**config.mk**
```make
export PLATFORM = sky130hd
export DESIGN_NAME = core_special_registers
export DESIGN_NICKNAME = d
export VERILOG_FILES = /design/src/rtl/core_sfr_pkg.sv /design/src/rtl/core_special_registers.sv
export SDC_FILE = /design/constraint.sdc
export NUM_CORES = 1
export LEC_CHECK = 0
export BUFFER_PORTS_ARGS = -buffer_cell sky130_fd_sc_hd__buf_2
export CAP_MARGIN = 20
export CORE_MARGIN = 2
export CORE_UTILIZATION = 35
export DETAILED_ROUTE_END_ITERATION = 6
export PLACE_DENSITY_LB_ADDON = 0.12
export SYNTH_ARGS = -nofsm -noshare
export SYNTH_HDL_FRONTEND = slang
export SYNTH_SLANG_ARGS = --single-unit
```
**constraint.sdc**
```tcl
create_clock -name core_clk -period 4.6 [get_ports core_clk]
set_input_delay 0.46 -clock core_clk [delete_from_list [all_inputs] [get_ports core_clk]]
set_output_delay 0.46 -clock core_clk [all_outputs]
set_load 0.01 [all_outputs]
```
**src/rtl/core_sfr_pkg.sv**
```systemverilog
// constants for the core special-function register block
package core_sfr_pkg;
    localparam int          DATA_W       = 8;
    localparam int          ADDR_W       = 8;
    // special register offsets, identical in every bank except ADR_EEPROM_C, which maps to bank one
    localparam logic [7:0]  ADR_PORT0    = 8'h00;
    localparam logic [7:0]  ADR_PTR0     = 8'h01;
    localparam logic [7:0]  ADR_PORT1    = 8'h02;
    localparam logic [7:0]  ADR_PTR1     = 8'h03;
    localparam logic [7:0]  ADR_BANK     = 8'h04;
    localparam logic [7:0]  ADR_ACC      = 8'h05;
    localparam logic [7:0]  ADR_PCL      = 8'h06;
    localparam logic [7:0]  ADR_TBL_LO   = 8'h07;
    localparam logic [7:0]  ADR_TBL_LAT  = 8'h08;
    localparam logic [7:0]  ADR_TBL_HI   = 8'h09;
    localparam logic [7:0]  ADR_STATUS   = 8'h0a;
    localparam logic [7:0]  ADR_EEPROM_C = 8'h40;
    localparam logic [7:0]  ADR_SFR_TOP  = 8'h80;
    localparam logic [7:0]  EEPROM_BANK  = 8'h01;
    // status bit positions
    localparam int          ST_C         = 0;
    localparam int          ST_AC        = 1;
    localparam int          ST_Z         = 2;
    localparam int          ST_OV        = 3;
    localparam int          ST_PDF       = 4;
    localparam int          ST_TO        = 5;
    localparam logic [7:0]  ZERO_BYTE    = 8'h00;
    localparam logic [7:0]  RST_BYTE     = 8'h00;
    localparam logic [3:0]  ARITH_MASK   = 4'hf;
    typedef enum logic [3:0] {
        OP_ADD, OP_ADC, OP_SUB, OP_SBC, OP_AND, OP_OR, OP_XOR,
        OP_RRC, OP_RLC, OP_LDA
    } alu_op_t;
endpackage : core_sfr_pkg

```
**src/rtl/core_special_registers.sv**
```systemverilog
// core special-function registers: pointers, bank, acc, pcl, table, status
// Functional notes
// [RULE_01] indirect ports redirect to their pointer address
// [RULE_02] port zero bank 0; port one uses bank
// [RULE_03] indirect port as target: read 00, no write
// [RULE_04] memory pointers are real read-write registers
// [RULE_05] direct operands always reach bank 0
// [RULE_06] reset clears bank, except watchdog in halt
// [RULE_07] special area shared, eeprom control bank one
// [RULE_08] two-bit bank field, upper bits read zero
// [RULE_09] three-bit bank field, codes 11x undefined
// [RULE_10] alu results land in the accumulator
// [RULE_11] pcl write jumps in page, one dummy cycle
// [RULE_12] table read: high to latch, low out
// [RULE_13] status writes keep watchdog and halt flags
// [RULE_14] carry on add carry or no borrow
// [RULE_15] half carry from the low nibble
// [RULE_16] zero flag on zero result
// [RULE_17] overflow when carries into/out of top differ
// [RULE_18] halt flag: set halt, clear power-up/clear
// [RULE_19] watchdog flag: set timeout, clear otherwise
// [RULE_20] status never saved automatically on call
// [RULE_21] undefined bank code reads 00, ignores writes
`timescale 1ns/1ns
module core_special_registers #(
    parameter int BANK_W    = 2,
    parameter int NUM_BANKS = 4,
    parameter int PC_W      = 12
) (
    // clock and reset
    input  wire logic               core_clk,
    input  wire logic               rst,
    input  wire logic               rst_is_por,
    input  wire logic               rst_is_wdt_halt,
    // operand access from the execution unit
    input  wire logic [7:0]         op_addr,
    input  wire logic               op_rd,
    input  wire logic               op_wr,
    input  wire logic [7:0]         op_wdata,
    output logic [7:0]              op_rdata,
    output logic                    op_rvalid,
    // data memory and other special registers
    output logic [7:0]              mem_addr,
    output logic [BANK_W-1:0]       mem_bank,
    output logic                    mem_rd,
    output logic                    mem_we,
    output logic [7:0]              mem_wdata,
    input  wire logic [7:0]         mem_rdata,
    // alu
    input  wire logic               alu_go,
    input  wire core_sfr_pkg::alu_op_t alu_op,
    input  wire logic [7:0]         alu_b,
    output logic [7:0]              acc_value,
    // program counter
    input  wire logic [PC_W-1:0]    pc_cur,
    output logic                    pc_load,
    output logic [PC_W-1:0]         pc_load_addr,
    output logic                    pc_dummy,
    // table read
    input  wire logic               tbl_rd,
    output logic [15:0]             rom_addr,
    input  wire logic [15:0]        rom_data,
    output logic [7:0]              tbl_low,
    output logic                    tbl_low_valid,
    // system events
    input  wire logic               halt_exec,
    input  wire logic               clrwdt_exec,
    input  wire logic               wdt_timeout,
    output logic [7:0]              status_value
);
    logic [7:0]        ptr0_q, ptr1_q, acc_q, tbl_lo_q, tbl_hi_q, tbl_lat_q;
    logic [BANK_W-1:0] bank_q;
    logic [3:0]        flags_q;
    logic [7:0]        eff_addr, loc_rdata, rd_d, res;
    logic              indirect1, is_port, bank_ok, is_local, rd_en, wr_en;
    logic [8:0]        sum9;
    logic [4:0]        sum5;
    logic [7:0]        sum8, bx;
    logic              cin, c_n, ac_n, ov_n, to_q, pdf_q;

    // effective address and bank
    always_comb begin
        indirect1 = (op_addr == core_sfr_pkg::ADR_PORT1);
        if (op_addr == core_sfr_pkg::ADR_PORT0)
            eff_addr = ptr0_q;                                  // [RULE_01]
        else if (indirect1)
            eff_addr = ptr1_q;                                  // [RULE_01]
        else
            eff_addr = op_addr;
        is_port = (eff_addr == core_sfr_pkg::ADR_PORT0) ||
                  (eff_addr == core_sfr_pkg::ADR_PORT1);        // [RULE_03]
        // unused codes would alias a missing bank, so block them
        bank_ok = !indirect1 ||
                  (32'(bank_q) < 32'(NUM_BANKS));               // [RULE_21]
        is_local = (eff_addr <= core_sfr_pkg::ADR_STATUS);
        rd_en = op_rd && !is_port && bank_ok;                   // [RULE_03]
        wr_en = op_wr && !is_port && bank_ok;                   // [RULE_21]
    end

    // bank only follows the pointer through port one
    always_comb begin
        mem_bank = '0;                                          // [RULE_05]
        if (indirect1 && eff_addr >= core_sfr_pkg::ADR_SFR_TOP)
            mem_bank = bank_q;                                  // [RULE_02]
        else if (indirect1 && eff_addr == core_sfr_pkg::ADR_EEPROM_C &&
                 32'(bank_q) == 32'(core_sfr_pkg::EEPROM_BANK))
            mem_bank = bank_q;                                  // [RULE_07]
        mem_addr  = eff_addr;
        mem_rd    = rd_en && !is_local;
        mem_we    = wr_en && !is_local;
        mem_wdata = op_wdata;
    end

    always_comb begin
        case (eff_addr)
            core_sfr_pkg::ADR_PTR0:    loc_rdata = ptr0_q;      // [RULE_04]
            core_sfr_pkg::ADR_PTR1:    loc_rdata = ptr1_q;      // [RULE_04]
            core_sfr_pkg::ADR_BANK:    loc_rdata = 8'(bank_q);  // [RULE_08]
            core_sfr_pkg::ADR_ACC:     loc_rdata = acc_q;
            core_sfr_pkg::ADR_PCL:     loc_rdata = pc_cur[7:0];
            core_sfr_pkg::ADR_TBL_LO:  loc_rdata = tbl_lo_q;
            core_sfr_pkg::ADR_TBL_LAT: loc_rdata = tbl_lat_q;
            core_sfr_pkg::ADR_TBL_HI:  loc_rdata = tbl_hi_q;
            core_sfr_pkg::ADR_STATUS:  loc_rdata = status_value;
            default:                   loc_rdata = core_sfr_pkg::ZERO_BYTE;
        endcase
        if (!rd_en)
            rd_d = core_sfr_pkg::ZERO_BYTE;                     // [RULE_03]
        else if (is_local)
            rd_d = loc_rdata;
        else
            rd_d = mem_rdata;
    end

    always_ff @(posedge core_clk) begin
        if (rst) begin
            op_rdata  <= core_sfr_pkg::RST_BYTE;
            op_rvalid <= 1'b0;
        end else begin
            op_rdata  <= rd_d;
            op_rvalid <= op_rd;
        end
    end

    // pointers and table pointers
    always_ff @(posedge core_clk) begin
        if (rst) begin
            ptr0_q   <= core_sfr_pkg::RST_BYTE;
            ptr1_q   <= core_sfr_pkg::RST_BYTE;
            tbl_lo_q <= core_sfr_pkg::RST_BYTE;
            tbl_hi_q <= core_sfr_pkg::RST_BYTE;
        end else if (wr_en) begin
            if (eff_addr == core_sfr_pkg::ADR_PTR0)
                ptr0_q <= op_wdata;                             // [RULE_04]
            if (eff_addr == core_sfr_pkg::ADR_PTR1)
                ptr1_q <= op_wdata;                             // [RULE_04]
            if (eff_addr == core_sfr_pkg::ADR_TBL_LO)
                tbl_lo_q <= op_wdata;
            if (eff_addr == core_sfr_pkg::ADR_TBL_HI)
                tbl_hi_q <= op_wdata;
        end
    end

    // bank survives a watchdog wake from halt
    always_ff @(posedge core_clk) begin
        if (rst) begin
            if (!rst_is_wdt_halt)
                bank_q <= '0;                                   // [RULE_06]
        end else if (wr_en && eff_addr == core_sfr_pkg::ADR_BANK) begin
            bank_q <= op_wdata[BANK_W-1:0];                     // [RULE_09]
        end
    end

    // alu datapath; results go to the accumulator, which a direct write can also load
    always_comb begin
        bx  = alu_b;
        cin = 1'b0;
        case (alu_op)
            core_sfr_pkg::OP_ADC: cin = flags_q[core_sfr_pkg::ST_C];
            core_sfr_pkg::OP_SUB: begin
                bx  = ~alu_b;
                cin = 1'b1;
            end
            core_sfr_pkg::OP_SBC: begin
                bx  = ~alu_b;
                cin = flags_q[core_sfr_pkg::ST_C];
            end
            default: ;
        endcase
        sum9 = {1'b0, acc_q} + {1'b0, bx} + {8'h00, cin};
        sum5 = {1'b0, acc_q[3:0]} + {1'b0, bx[3:0]} + {4'h0, cin};
        sum8 = {1'b0, acc_q[6:0]} + {1'b0, bx[6:0]} + {7'h00, cin};
        c_n  = sum9[8];                                         // [RULE_14]
        ac_n = sum5[4];                                         // [RULE_15]
        ov_n = sum8[7] ^ sum9[8];                               // [RULE_17]
        case (alu_op)
            core_sfr_pkg::OP_AND: res = acc_q & alu_b;
            core_sfr_pkg::OP_OR:  res = acc_q | alu_b;
            core_sfr_pkg::OP_XOR: res = acc_q ^ alu_b;
            core_sfr_pkg::OP_RRC: begin
                res  = {flags_q[core_sfr_pkg::ST_C], acc_q[7:1]};
                c_n  = acc_q[0];                                // [RULE_14]
            end
            core_sfr_pkg::OP_RLC: begin
                res  = {acc_q[6:0], flags_q[core_sfr_pkg::ST_C]};
                c_n  = acc_q[7];                                // [RULE_14]
            end
            core_sfr_pkg::OP_LDA: res = alu_b;
            default:              res = sum9[7:0];
        endcase
    end

    always_ff @(posedge core_clk) begin
        if (rst)
            acc_q <= core_sfr_pkg::RST_BYTE;
        else if (alu_go)
            acc_q <= res;                                       // [RULE_10]
        else if (wr_en && eff_addr == core_sfr_pkg::ADR_ACC)
            acc_q <= op_wdata;
    end

    // arithmetic flags; alu update wins over a software write
    always_ff @(posedge core_clk) begin
        if (rst) begin
            flags_q <= '0;
        end else if (alu_go) begin
            case (alu_op)
                core_sfr_pkg::OP_AND, core_sfr_pkg::OP_OR,
                core_sfr_pkg::OP_XOR:
                    flags_q[core_sfr_pkg::ST_Z] <= (res == 8'h00); // [RULE_16]
                core_sfr_pkg::OP_RRC, core_sfr_pkg::OP_RLC:
                    flags_q[core_sfr_pkg::ST_C] <= c_n;         // [RULE_14]
                core_sfr_pkg::OP_LDA: ;
                default: begin
                    flags_q[core_sfr_pkg::ST_C]  <= c_n;        // [RULE_14]
                    flags_q[core_sfr_pkg::ST_AC] <= ac_n;       // [RULE_15]
                    flags_q[core_sfr_pkg::ST_Z] <= (res == 8'h00); // [RULE_16]
                    flags_q[core_sfr_pkg::ST_OV] <= ov_n;       // [RULE_17]
                end
            endcase
        end else if (wr_en && eff_addr == core_sfr_pkg::ADR_STATUS) begin
            flags_q <= op_wdata[3:0] & core_sfr_pkg::ARITH_MASK; // [RULE_13]
        end
    end

    // system flags: only por, clear, halt and timeout touch them
    always_ff @(posedge core_clk) begin
        if (rst && rst_is_por) begin
            pdf_q <= 1'b0;                                      // [RULE_18]
            to_q  <= 1'b0;                                      // [RULE_19]
        end else begin
            if (halt_exec)
                pdf_q <= 1'b1;                                  // [RULE_18]
            else if (clrwdt_exec)
                pdf_q <= 1'b0;                                  // [RULE_18]
            if (wdt_timeout)
                to_q <= 1'b1;                                   // [RULE_19]
            else if (clrwdt_exec || halt_exec)
                to_q <= 1'b0;                                   // [RULE_19]
        end
    end
    // no save path exists for calls or interrupts
    assign status_value = {2'b00, to_q, pdf_q, flags_q};       // [RULE_20]
    assign acc_value    = acc_q;

    // pcl write: in-page jump plus one dummy cycle
    always_ff @(posedge core_clk) begin
        if (rst) begin
            pc_load      <= 1'b0;
            pc_load_addr <= '0;
            pc_dummy     <= 1'b0;
        end else begin
            pc_load  <= wr_en && (eff_addr == core_sfr_pkg::ADR_PCL);
            pc_dummy <= pc_load;                                // [RULE_11]
            if (wr_en && eff_addr == core_sfr_pkg::ADR_PCL)
                pc_load_addr <= {pc_cur[PC_W-1:8], op_wdata};   // [RULE_11]
        end
    end

    // table read: rom answers combinationally to rom_addr
    assign rom_addr = {tbl_hi_q, tbl_lo_q};                     // [RULE_12]
    always_ff @(posedge core_clk) begin
        if (rst) begin
            tbl_lat_q     <= core_sfr_pkg::RST_BYTE;
            tbl_low       <= core_sfr_pkg::RST_BYTE;
            tbl_low_valid <= 1'b0;
        end else begin
            tbl_low_valid <= tbl_rd;
            if (tbl_rd) begin
                tbl_lat_q <= rom_data[15:8];                    // [RULE_12]
                tbl_low   <= rom_data[7:0];                     // [RULE_12]
            end
        end
    end
endmodule : core_special_registers

```
==> results of run 1 <==
[worst paths after layout]
check	cells past startpoint	slack (ns)	to
setup / recovery	8	0.91	mem_we
hold / removal	2	0.30	pdf_q
setup reg to reg	8	1.20	op_rdata[6]
hold reg to reg	1	0.46	pc_dummy
[critical path, cell delays in order]
cell and delay (ns):
buf_2 0.32, mux2i_1 0.33, o41a_1 0.55, clkinv_1 0.46, a31o_2 0.36, a211oi_1 0.48, nor2_1 0.09, buf_2 0.16
[registers in the layout (all words and copies together), names as in the netlist]
register	cells
pc_load_addr	12
flags_q	4
bank_q	2
pdf_q	1
tbl_lat_q	8
pc_load	1
acc_value	8
tbl_low	8
pc_dummy	1
tbl_low_valid	1
tbl_hi_q	8
tbl_lo_q	8
op_rvalid	1
ptr1_q	8
ptr0_q	8
to_q	1
op_rdata	8
[area by class of cell]
type	count	area [um^2]	share of cell area, %
Clock buffer	10	229	3.35
Clock inverter	6	73.8	1.08
Timing Repair Buffer	168	871	12.8
Antenna cell	1	2.50	0.0367
Tap cell	216	270	3.96
Inverter	36	135	1.98
Sequential cell	88	1780	26.1
Multi-Input combinational cell	473	3460	50.7
[cell usage in the layout (no fill, tap or decap), drive strengths merged, types with 4 or more instances in the layout]
master and count:
nor2 89, o22ai 5, a31oi 15, mux2i 77, xnor2 10, a211oi 14, nor2b 10, clkbuf 10
mux2 5, nand2 31, or2 4, nor4 8, o211ai 6, nor3 20, a32o 4, buf 168
dfxtp 86, a21oi 22, nand4 4, ha 23, nand2b 7, nand3 16, a221oi 9, o21ai 14
a22oi 12, a32oi 5, inv 39
[stage by stage]
| stage | utilization (%) | instances |
|---|---|---|
| floorplan | - | 647 |
| global placement | 41.0 | 981 |
| detailed placement | 41.0 | 981 |
| CTS | 43.0 | 997 |
| global route | 43.0 | 998 |
| finish | 43.0 | 998 |
[layer usage]
layer	GRT usage [%]	routed length (um)	share of wire (%)	vias up
met2	36.6	8940	44	227
li1	-	-	-	2611
met4	6.76	359	1.8	0
met5	0	0	0	-
met1	31.1	9320	46	2617
met3	6.44	1560	7.7	21
[power groups by stage]
stage | Clock [W] | Sequential, W | Combinational, W
6_report | 0.000765 | 0.000824 | 0.000427
5_1_grt | 0.000809 | 0.000828 | 0.000473
4_1_cts | 0.000782 | 0.000824 | 0.000425
3_5_place_dp | 0 | 0.000842 | 0.000423
3_3_place_gp | 0 | 0.000842 | 0.000421
2_1_floorplan | 0 | 0.000836 | 0.000278
[kinds of logic (layout without fill, tap and decap cells)]
group           Yosys count  count (layout)  share of synthesized area [%]
flops                    88              88                           31.4
buf+inv                  86             220                           7.71
mux                      84              84                           15.4
xor+xnor                 11              11                           1.70
simple gates            209             209                           19.3
fa+ha+maj                25              25                           5.77
other cells               1               3                         0.0660
compound gates          142             142                           18.7
==> flow_summary.toml, run 1 <==
[clock_network]
cts-root-buf = "clkbuf_16"
cts_tree = "done"
ctsHoldBuffers = 0
numClockSinks = 88
ctsResizeCount = 0
clk_path_buf_depth = 2
insertion_delay_ns = 0.35
htree_levels = 3
cts_setup_buffers = 0
cts_buffers = 9
clkTransAtPathRegs_ns = 0.07

[worst_hold_path]
hold_start = "rst_is_por"
hp-class = "input port to flip-flop"

[sta]
worstMarginPinSlew_ns = 0.808
finalSetupTns_ns = 0
max_freq_mhz = 271
timing.final.crit_period_ns = 3.69
rsz0062_at_grt = "no"
hold_viol = 0
holdWs_ns = 0.295
setup_viol = 0
slew_violations = 0
slew_headroom_pct = 46.0
clock_skew_ns = 0.00893
post-route-period-util_pct = 80.2
fin_ws_ns = 0.913

[pwr]
worst_ir_drop_vdd_uv = 187
switchingPower_w = 0.000624
switching_share_pct = 30.9
p_seq_share_pct = 40.9
power.density_nw_per_um2 = 295
p_leak_nw = 2.91
power_frac_clock_pct = 37.9
comb_power_share_pct = 21.2
p_total_w = 0.00202
p_int_w = 0.00139

[die]
fp-row-count = 46
die_h_um = 131
die_w_um = 131
start_util_pct = 35.7
core_region_area_um2 = 15900
ioPinCount = 159
dieArea_um2 = 17300

[drt]
wire_per_inst_um = 20.2
post_drt_via_cell_ratio = 5.49
drc = 0
ant_nets = 0
first_iter_violations = 538
num_vias = 5476
drtPass1Iterations = 5
wirelength_mm = 20.2

[logic_synthesis]
ys_types = 86
yosysSeqAreaShare_pct = 31.4
post-synth-top-count-cell = "nor2_1"
synth.largest_area_cell = "dfxtp_1"
synth_area_um2 = 5680
synth_seq_cells = 88
yosys_warnings = 0
syn_avg_cell_area_um2 = 8.79
synthTopCellsByCount = "88 x nor2_1, 86 x dfxtp_1, 77 x mux2i_1, 33 x inv_1, 31 x nand2_1"
synthCells = 646
synth-main-ff-cell = "dfxtp_1"
yosysTopAreaCellShare_pct = 30.3
yosys-top-cells-area = "dfxtp_1 30%, mux2i_1 14%, nor2_1 5.8%, ha_1 5.1%, inv_1 2.2%"
synthArstFlopShare_pct = 0
synth_edf_count = 2

[grt]
overflow = 0
grt_pass1_wl_mm = 31.5
grt_pass1_vias = 5410
grt_max_degree = 46
grt.total_usage_pct = 23.2
antenna_found_initial = 2

[placed_design]
place_area_um2 = 6520
dp_hpwl_mm = 15.3
gp_congestion = 0.926
port_buffers = 156
post-place-ws_ns = 0.693

[setup_path]
crit_start = "op_addr[1]"
criticalPathCategory = "input port to primary output"
cp.arrival_ns = 3.23
endpoint_kind = "primary output"
critPathRequiredTime_ns = 4.14
r2r-start = "ptr1_q[0]"
path_max_fanout = 15
cp-start-kind = "input port"

[finish]
stdcell_area_um2 = 6830
fillerInstances = 1663
drive_gt1_share_pct = 27.7
synthToLayoutAreaGrowth_pct = 20.2
nets = 876

[outcome]
status = "finished, final reports clean"

[flow_run]
maxCapViolations = 0
(Power assumes the default switching activity.)
==> run 2: changes to the inputs <==
==> constraint.sdc (replaced) <==
create_clock -name core_clk -period 3.84 [get_ports core_clk]
set_input_delay 0.384 -clock core_clk [delete_from_list [all_inputs] [get_ports core_clk]]
set_output_delay 0.384 -clock core_clk [all_outputs]
set_load 0.01 [all_outputs]
==> run 2 against run 1 <==
  * Final cell count is 0.60% higher
  * Clock power is 18% higher
  * Utilization is 0.31 points higher
  * Total power is 20% higher
  * First-iteration DRC count is 2.6% lower
  * Register-to-register slack worse by 0.39 ns
  * Sequential cell count stayed put
  * Wire length is 0.22% lower
  * Critical endpoint unchanged
==> flow_summary.toml, run 2 (synthesis results as in run 1) <==
[finish]
largest_reg_flops = 12
synthToLayoutAreaGrowth_pct = 21.1
stdcell_area_um2 = 6880
diodes = 0
final_common_cell = "buf_2"
largest-register = "pc_load_addr"
fillerInstances = 1651
finalNonFillerCells = 1004
final_cell_mix = "156 x buf_2, 88 x nor2_1, 86 x dfxtp_1"
nets = 883
drive_gt1_share_pct = 28.4

[setup_path]
endpoint_kind = "primary output"
path_max_fanout = 15
cp-start-kind = "input port"
criticalPathCategory = "input port to primary output"
critPathRequiredTime_ns = 3.46
ff2ff_setup_slack_ns = 0.81
cp.arrival_ns = 2.90

[clock_network]
cts-root-buf = "clkbuf_16"
clkTransAtPathRegs_ns = 0.07
clk_path_buf_depth = 2
cts_setup_buffers = 0
cts_buffers = 9
ctsHoldBuffers = 0
insertion_delay_ns = 0.35
cts_tree = "done"
htree_levels = 3
numClockSinks = 88
ctsResizeCount = 0

[grt]
grt_max_degree = 60
grt_pass1_wl_mm = 31.3
overflow = 0
grt_pass1_vias = 5445
grt.total_usage_pct = 23.3
antenna_found_initial = 1

[sta]
slew_violations = 0
clock_skew_ns = 0.00808
finalSetupTns_ns = 0
max_freq_mhz = 305
setup_viol = 0
fin_ws_ns = 0.559
timing.final.crit_period_ns = 3.28
hold_viol = 0
rsz0062_at_grt = "no"
worstMarginPinSlew_ns = 0.795
post-route-period-util_pct = 85.4
slew_headroom_pct = 46.9

[pwr]
power.density_nw_per_um2 = 351
p_leak_nw = 2.94
worst_ir_drop_vdd_uv = 350

[placed_design]
place_area_um2 = 6570
dp.cells = 988
dp_hpwl_mm = 15.4
post-place-ws_ns = 0.381
port_buffers = 156
gp_congestion = 0.934

[die]
fp-row-count = 46
core_region_area_um2 = 15900
dieArea_um2 = 17300
start_util_pct = 35.7
die_h_um = 131
die_w_um = 131
ioPinCount = 159

[drt]
drtPass1Iterations = 5
first_iter_violations = 524
wire_per_inst_um = 20.1
num_vias = 5594
post_drt_via_cell_ratio = 5.57
wirelength_mm = 20.1
drc = 0
ant_nets = 0

[worst_hold_path]
hp-class = "input port to flip-flop"

[outcome]
status = "finished, final reports clean"

[flow_run]
maxCapViolations = 0
-- run 2: cell types whose count changed in the layout (fill, tap and decap cells not counted) --
cell / before / now
inv_8: 1 / 0
clkinvlp_4: 0 / 1
inv_4: 1 / 0
inv_6: 2 / 3
diode_2: 1 / 0
clkinv_2: 0 / 1
clkbuf_1: 1 / 0
buf_4: 12 / 19
-- run 2: worst paths after layout --
check             cells after the start         start    endpoint
setup / recovery                      8    op_addr[1]      mem_we
hold / removal                        2    rst_is_por        to_q
setup reg to reg                     11  acc_value[0]  flags_q[2]
hold reg to reg                       1       pc_load    pc_dummy
-- run 2: layer usage --
layer,wire length [um],part of all wire (%),track usage (%),vias up
li1,-,-,-,2628
met1,9150,45,32.3,2642
met2,8730,43,34.6,279
met3,1720,8.5,6.29,43
met4,534,2.7,8.76,2
met5,11,0.055,0,-
-- run 2: final cells by class --
cell class / instances / area (um^2) / area share, %
timing repair buffer: 175 / 923 / 13.4
clock buffer: 9 / 225 / 3.28
inverter: 36 / 135 / 1.97
multi-input combinational: 473 / 3460 / 50.4
sequential: 88 / 1780 / 25.9
clock inverter: 7 / 77.6 / 1.13
tap: 216 / 270 / 3.93
-- run 2: stage by stage --
stage	power, W	hold slack [ns]	util (%)
final	0.00241	0.226	43.3
after global routing	0.00254	0.225	43.3
after CTS	0.00244	0.206	43.3
after detailed placement	0.00152	0.451	41.4
after global placement	0.00152	0.451	41.4
after floorplan	0.00133	0.457	-
-- run 2: critical path, cell delays in order --
cell and delay [ns]:
buf_2 0.32, mux2_2 0.39, a31oi_1 0.44, inv_1 0.30
o41ai_4 0.67, buf_4 0.22, nor2_1 0.04, buf_2 0.13
-- run 2: where the power goes --
part | switching (W) | internal, W
clock network | 0.000394 | 0.000511
logic | 0.000310 | 0.000211
registers | 0.0000394 | 0.000947
total | 0.000744 | 0.00167
==> run 3: changes to the inputs <==
--- a/config.mk
+++ b/config.mk
@@ -5,10 +5,11 @@
 export SDC_FILE = /design/constraint.sdc
 export NUM_CORES = 1
 export LEC_CHECK = 0
-export BUFFER_PORTS_ARGS = -buffer_cell sky130_fd_sc_hd__buf_2
+export BUFFER_PORTS_ARGS = -buffer_cell sky130_fd_sc_hd__clkbuf_2
 export CAP_MARGIN = 20
 export CORE_MARGIN = 2
 export CORE_UTILIZATION = 35
+export CTS_CLUSTER_DIAMETER = 40
 export DETAILED_ROUTE_END_ITERATION = 6
 export PLACE_DENSITY_LB_ADDON = 0.12
 export SYNTH_ARGS = -nofsm -noshare
==> run 3 against run 2 <==
  * The run now ends with design-rule violations left
  * Critical path type unchanged
  * Via count decreased by 0.95%
  * Combinational power hardly changed
  * Sequential cell count unchanged
  * Clock skew rose by 0.0047 ns
  * Clock power up 0.6%
  * Wire length is essentially flat
  * Critical endpoint unchanged
  * Sequential share of layout area shrank 0.085 points
  * First-iteration DRC count down 7.4%
  * Final cell count grew 0.30%
  * Setup slack better by 0.12 ns
==> flow_summary.toml, run 3 (synthesis results as in run 1) <==
[setup_path]
path_max_fanout = 15
criticalPathCategory = "input port to primary output"
cp-start-kind = "input port"
endpoint_kind = "primary output"
cp.arrival_ns = 2.78
critPathRequiredTime_ns = 3.46

[clock_network]
ctsResizeCount = 0
cts_tree = "done"
ctsHoldBuffers = 0
htree_levels = 3
cts_setup_buffers = 0
numClockSinks = 88
clkTransAtPathRegs_ns = 0.07
cts-root-buf = "clkbuf_16"
insertion_delay_ns = 0.36
clk_path_buf_depth = 2
cts_buffers = 9

[drt]
num_vias = 5541
first_iter_violations = 485
drtPass1Iterations = 7
drc = 4
post_drt_via_cell_ratio = 5.50
ant_nets = 0
wirelength_mm = 20.1
wire_per_inst_um = 20.0

[die]
core_region_area_um2 = 15900
dieArea_um2 = 17300
start_util_pct = 35.7
ioPinCount = 159
fp-row-count = 46
die_w_um = 131
die_h_um = 131

[placed_design]
dp.cells = 991
gp_congestion = 0.938
dp_hpwl_mm = 15.5
post-place-ws_ns = 0.416
port_buffers = 156

[finish]
diodes = 0
largest-register = "pc_load_addr"
drive_gt1_share_pct = 28.7
nets = 886
final_core_util_pct = 43.4
final_cell_mix = "156 x clkbuf_2, 88 x nor2_1, 86 x dfxtp_1"
largest_reg_flops = 12
final_common_cell = "clkbuf_2"
finalNonFillerCells = 1007
synthToLayoutAreaGrowth_pct = 21.5

[sta]
rsz0062_at_grt = "no"
slew_violations = 0
slew_headroom_pct = 44.5
timing.final.crit_period_ns = 3.17
setup_viol = 0
finalSetupTns_ns = 0
post-route-period-util_pct = 82.4
holdWs_ns = 0.219
clock_skew_ns = 0.0128
worstMarginPinSlew_ns = 0.826
fin_ws_ns = 0.674
max_freq_mhz = 316
hold_viol = 0

[grt]
antenna_found_initial = 1
grt.total_usage_pct = 23.4
grt_pass1_wl_mm = 31.6
grt_max_degree = 66
overflow = 0
grt_pass1_vias = 5509

[pwr]
p_leak_nw = 2.92
power.density_nw_per_um2 = 351
worst_ir_drop_vdd_uv = 290

[worst_hold_path]
hp-class = "input port to flip-flop"

[flow_run]
maxCapViolations = 0

[outcome]
status = "finished, violations left"
violations = "design-rule violations"
[run 3: layer usage]
layer	track usage [%]	up-vias	wire length [um]
met5	0	-	0
met2	36.0	219	8870
met3	6.48	30	1600
li1	-	2639	-
met1	31.9	2653	9200
met4	7.73	0	471
[run 3: per-stage QoR]
| stage | power [W] | cell area [um^2] |
|---|---|---|
| after floorplan | 0.00133 | 5680 |
| after global placement | 0.00152 | 6600 |
| after detailed placement | 0.00152 | 6600 |
| after CTS | 0.00244 | 6900 |
| after global routing | 0.00254 | 6900 |
| final | 0.00242 | 6900 |
[run 3: final timing paths]
path	endpoint	from	slack, ns	depth (start not counted)
setup / recovery	mem_we	op_addr[1]	0.67	8
hold / removal	pdf_q	rst_is_por	0.22	2
setup reg to reg	pc_load_addr[2]	ptr1_q[7]	0.86	9
hold reg to reg	pc_dummy	pc_load	0.46	1
[run 3: power by group]
| group | switching, W | internal [W] | leakage (nW) | total (W) |
|---|---|---|---|---|
| Combinational | 0.000310 | 0.000212 | 2.06 | 0.000522 |
| Clock | 0.000399 | 0.000511 | 0.147 | 0.000910 |
| Sequential | 0.0000405 | 0.000947 | 0.718 | 0.000987 |
[run 3: area by class of cell]
| cell class | count | area, um^2 |
|---|---|---|
| Timing Repair Buffer | 178 | 946 |
| Sequential cell | 88 | 1780 |
| Inverter | 36 | 135 |
| Multi-Input combinational cell | 473 | 3460 |
| Fill cell | 1657 | 8990 |
| Clock buffer | 9 | 225 |
| Tap cell | 216 | 270 |
| Clock inverter | 7 | 77.6 |
[run 3: worst max-delay path, stage by stage]
cell and delay [ns]:
clkbuf_2 0.35, mux2_2 0.38, a31oi_1 0.40, inv_1 0.29, o41ai_4 0.57, buf_4 0.23
nor2_1 0.04, clkbuf_2 0.12
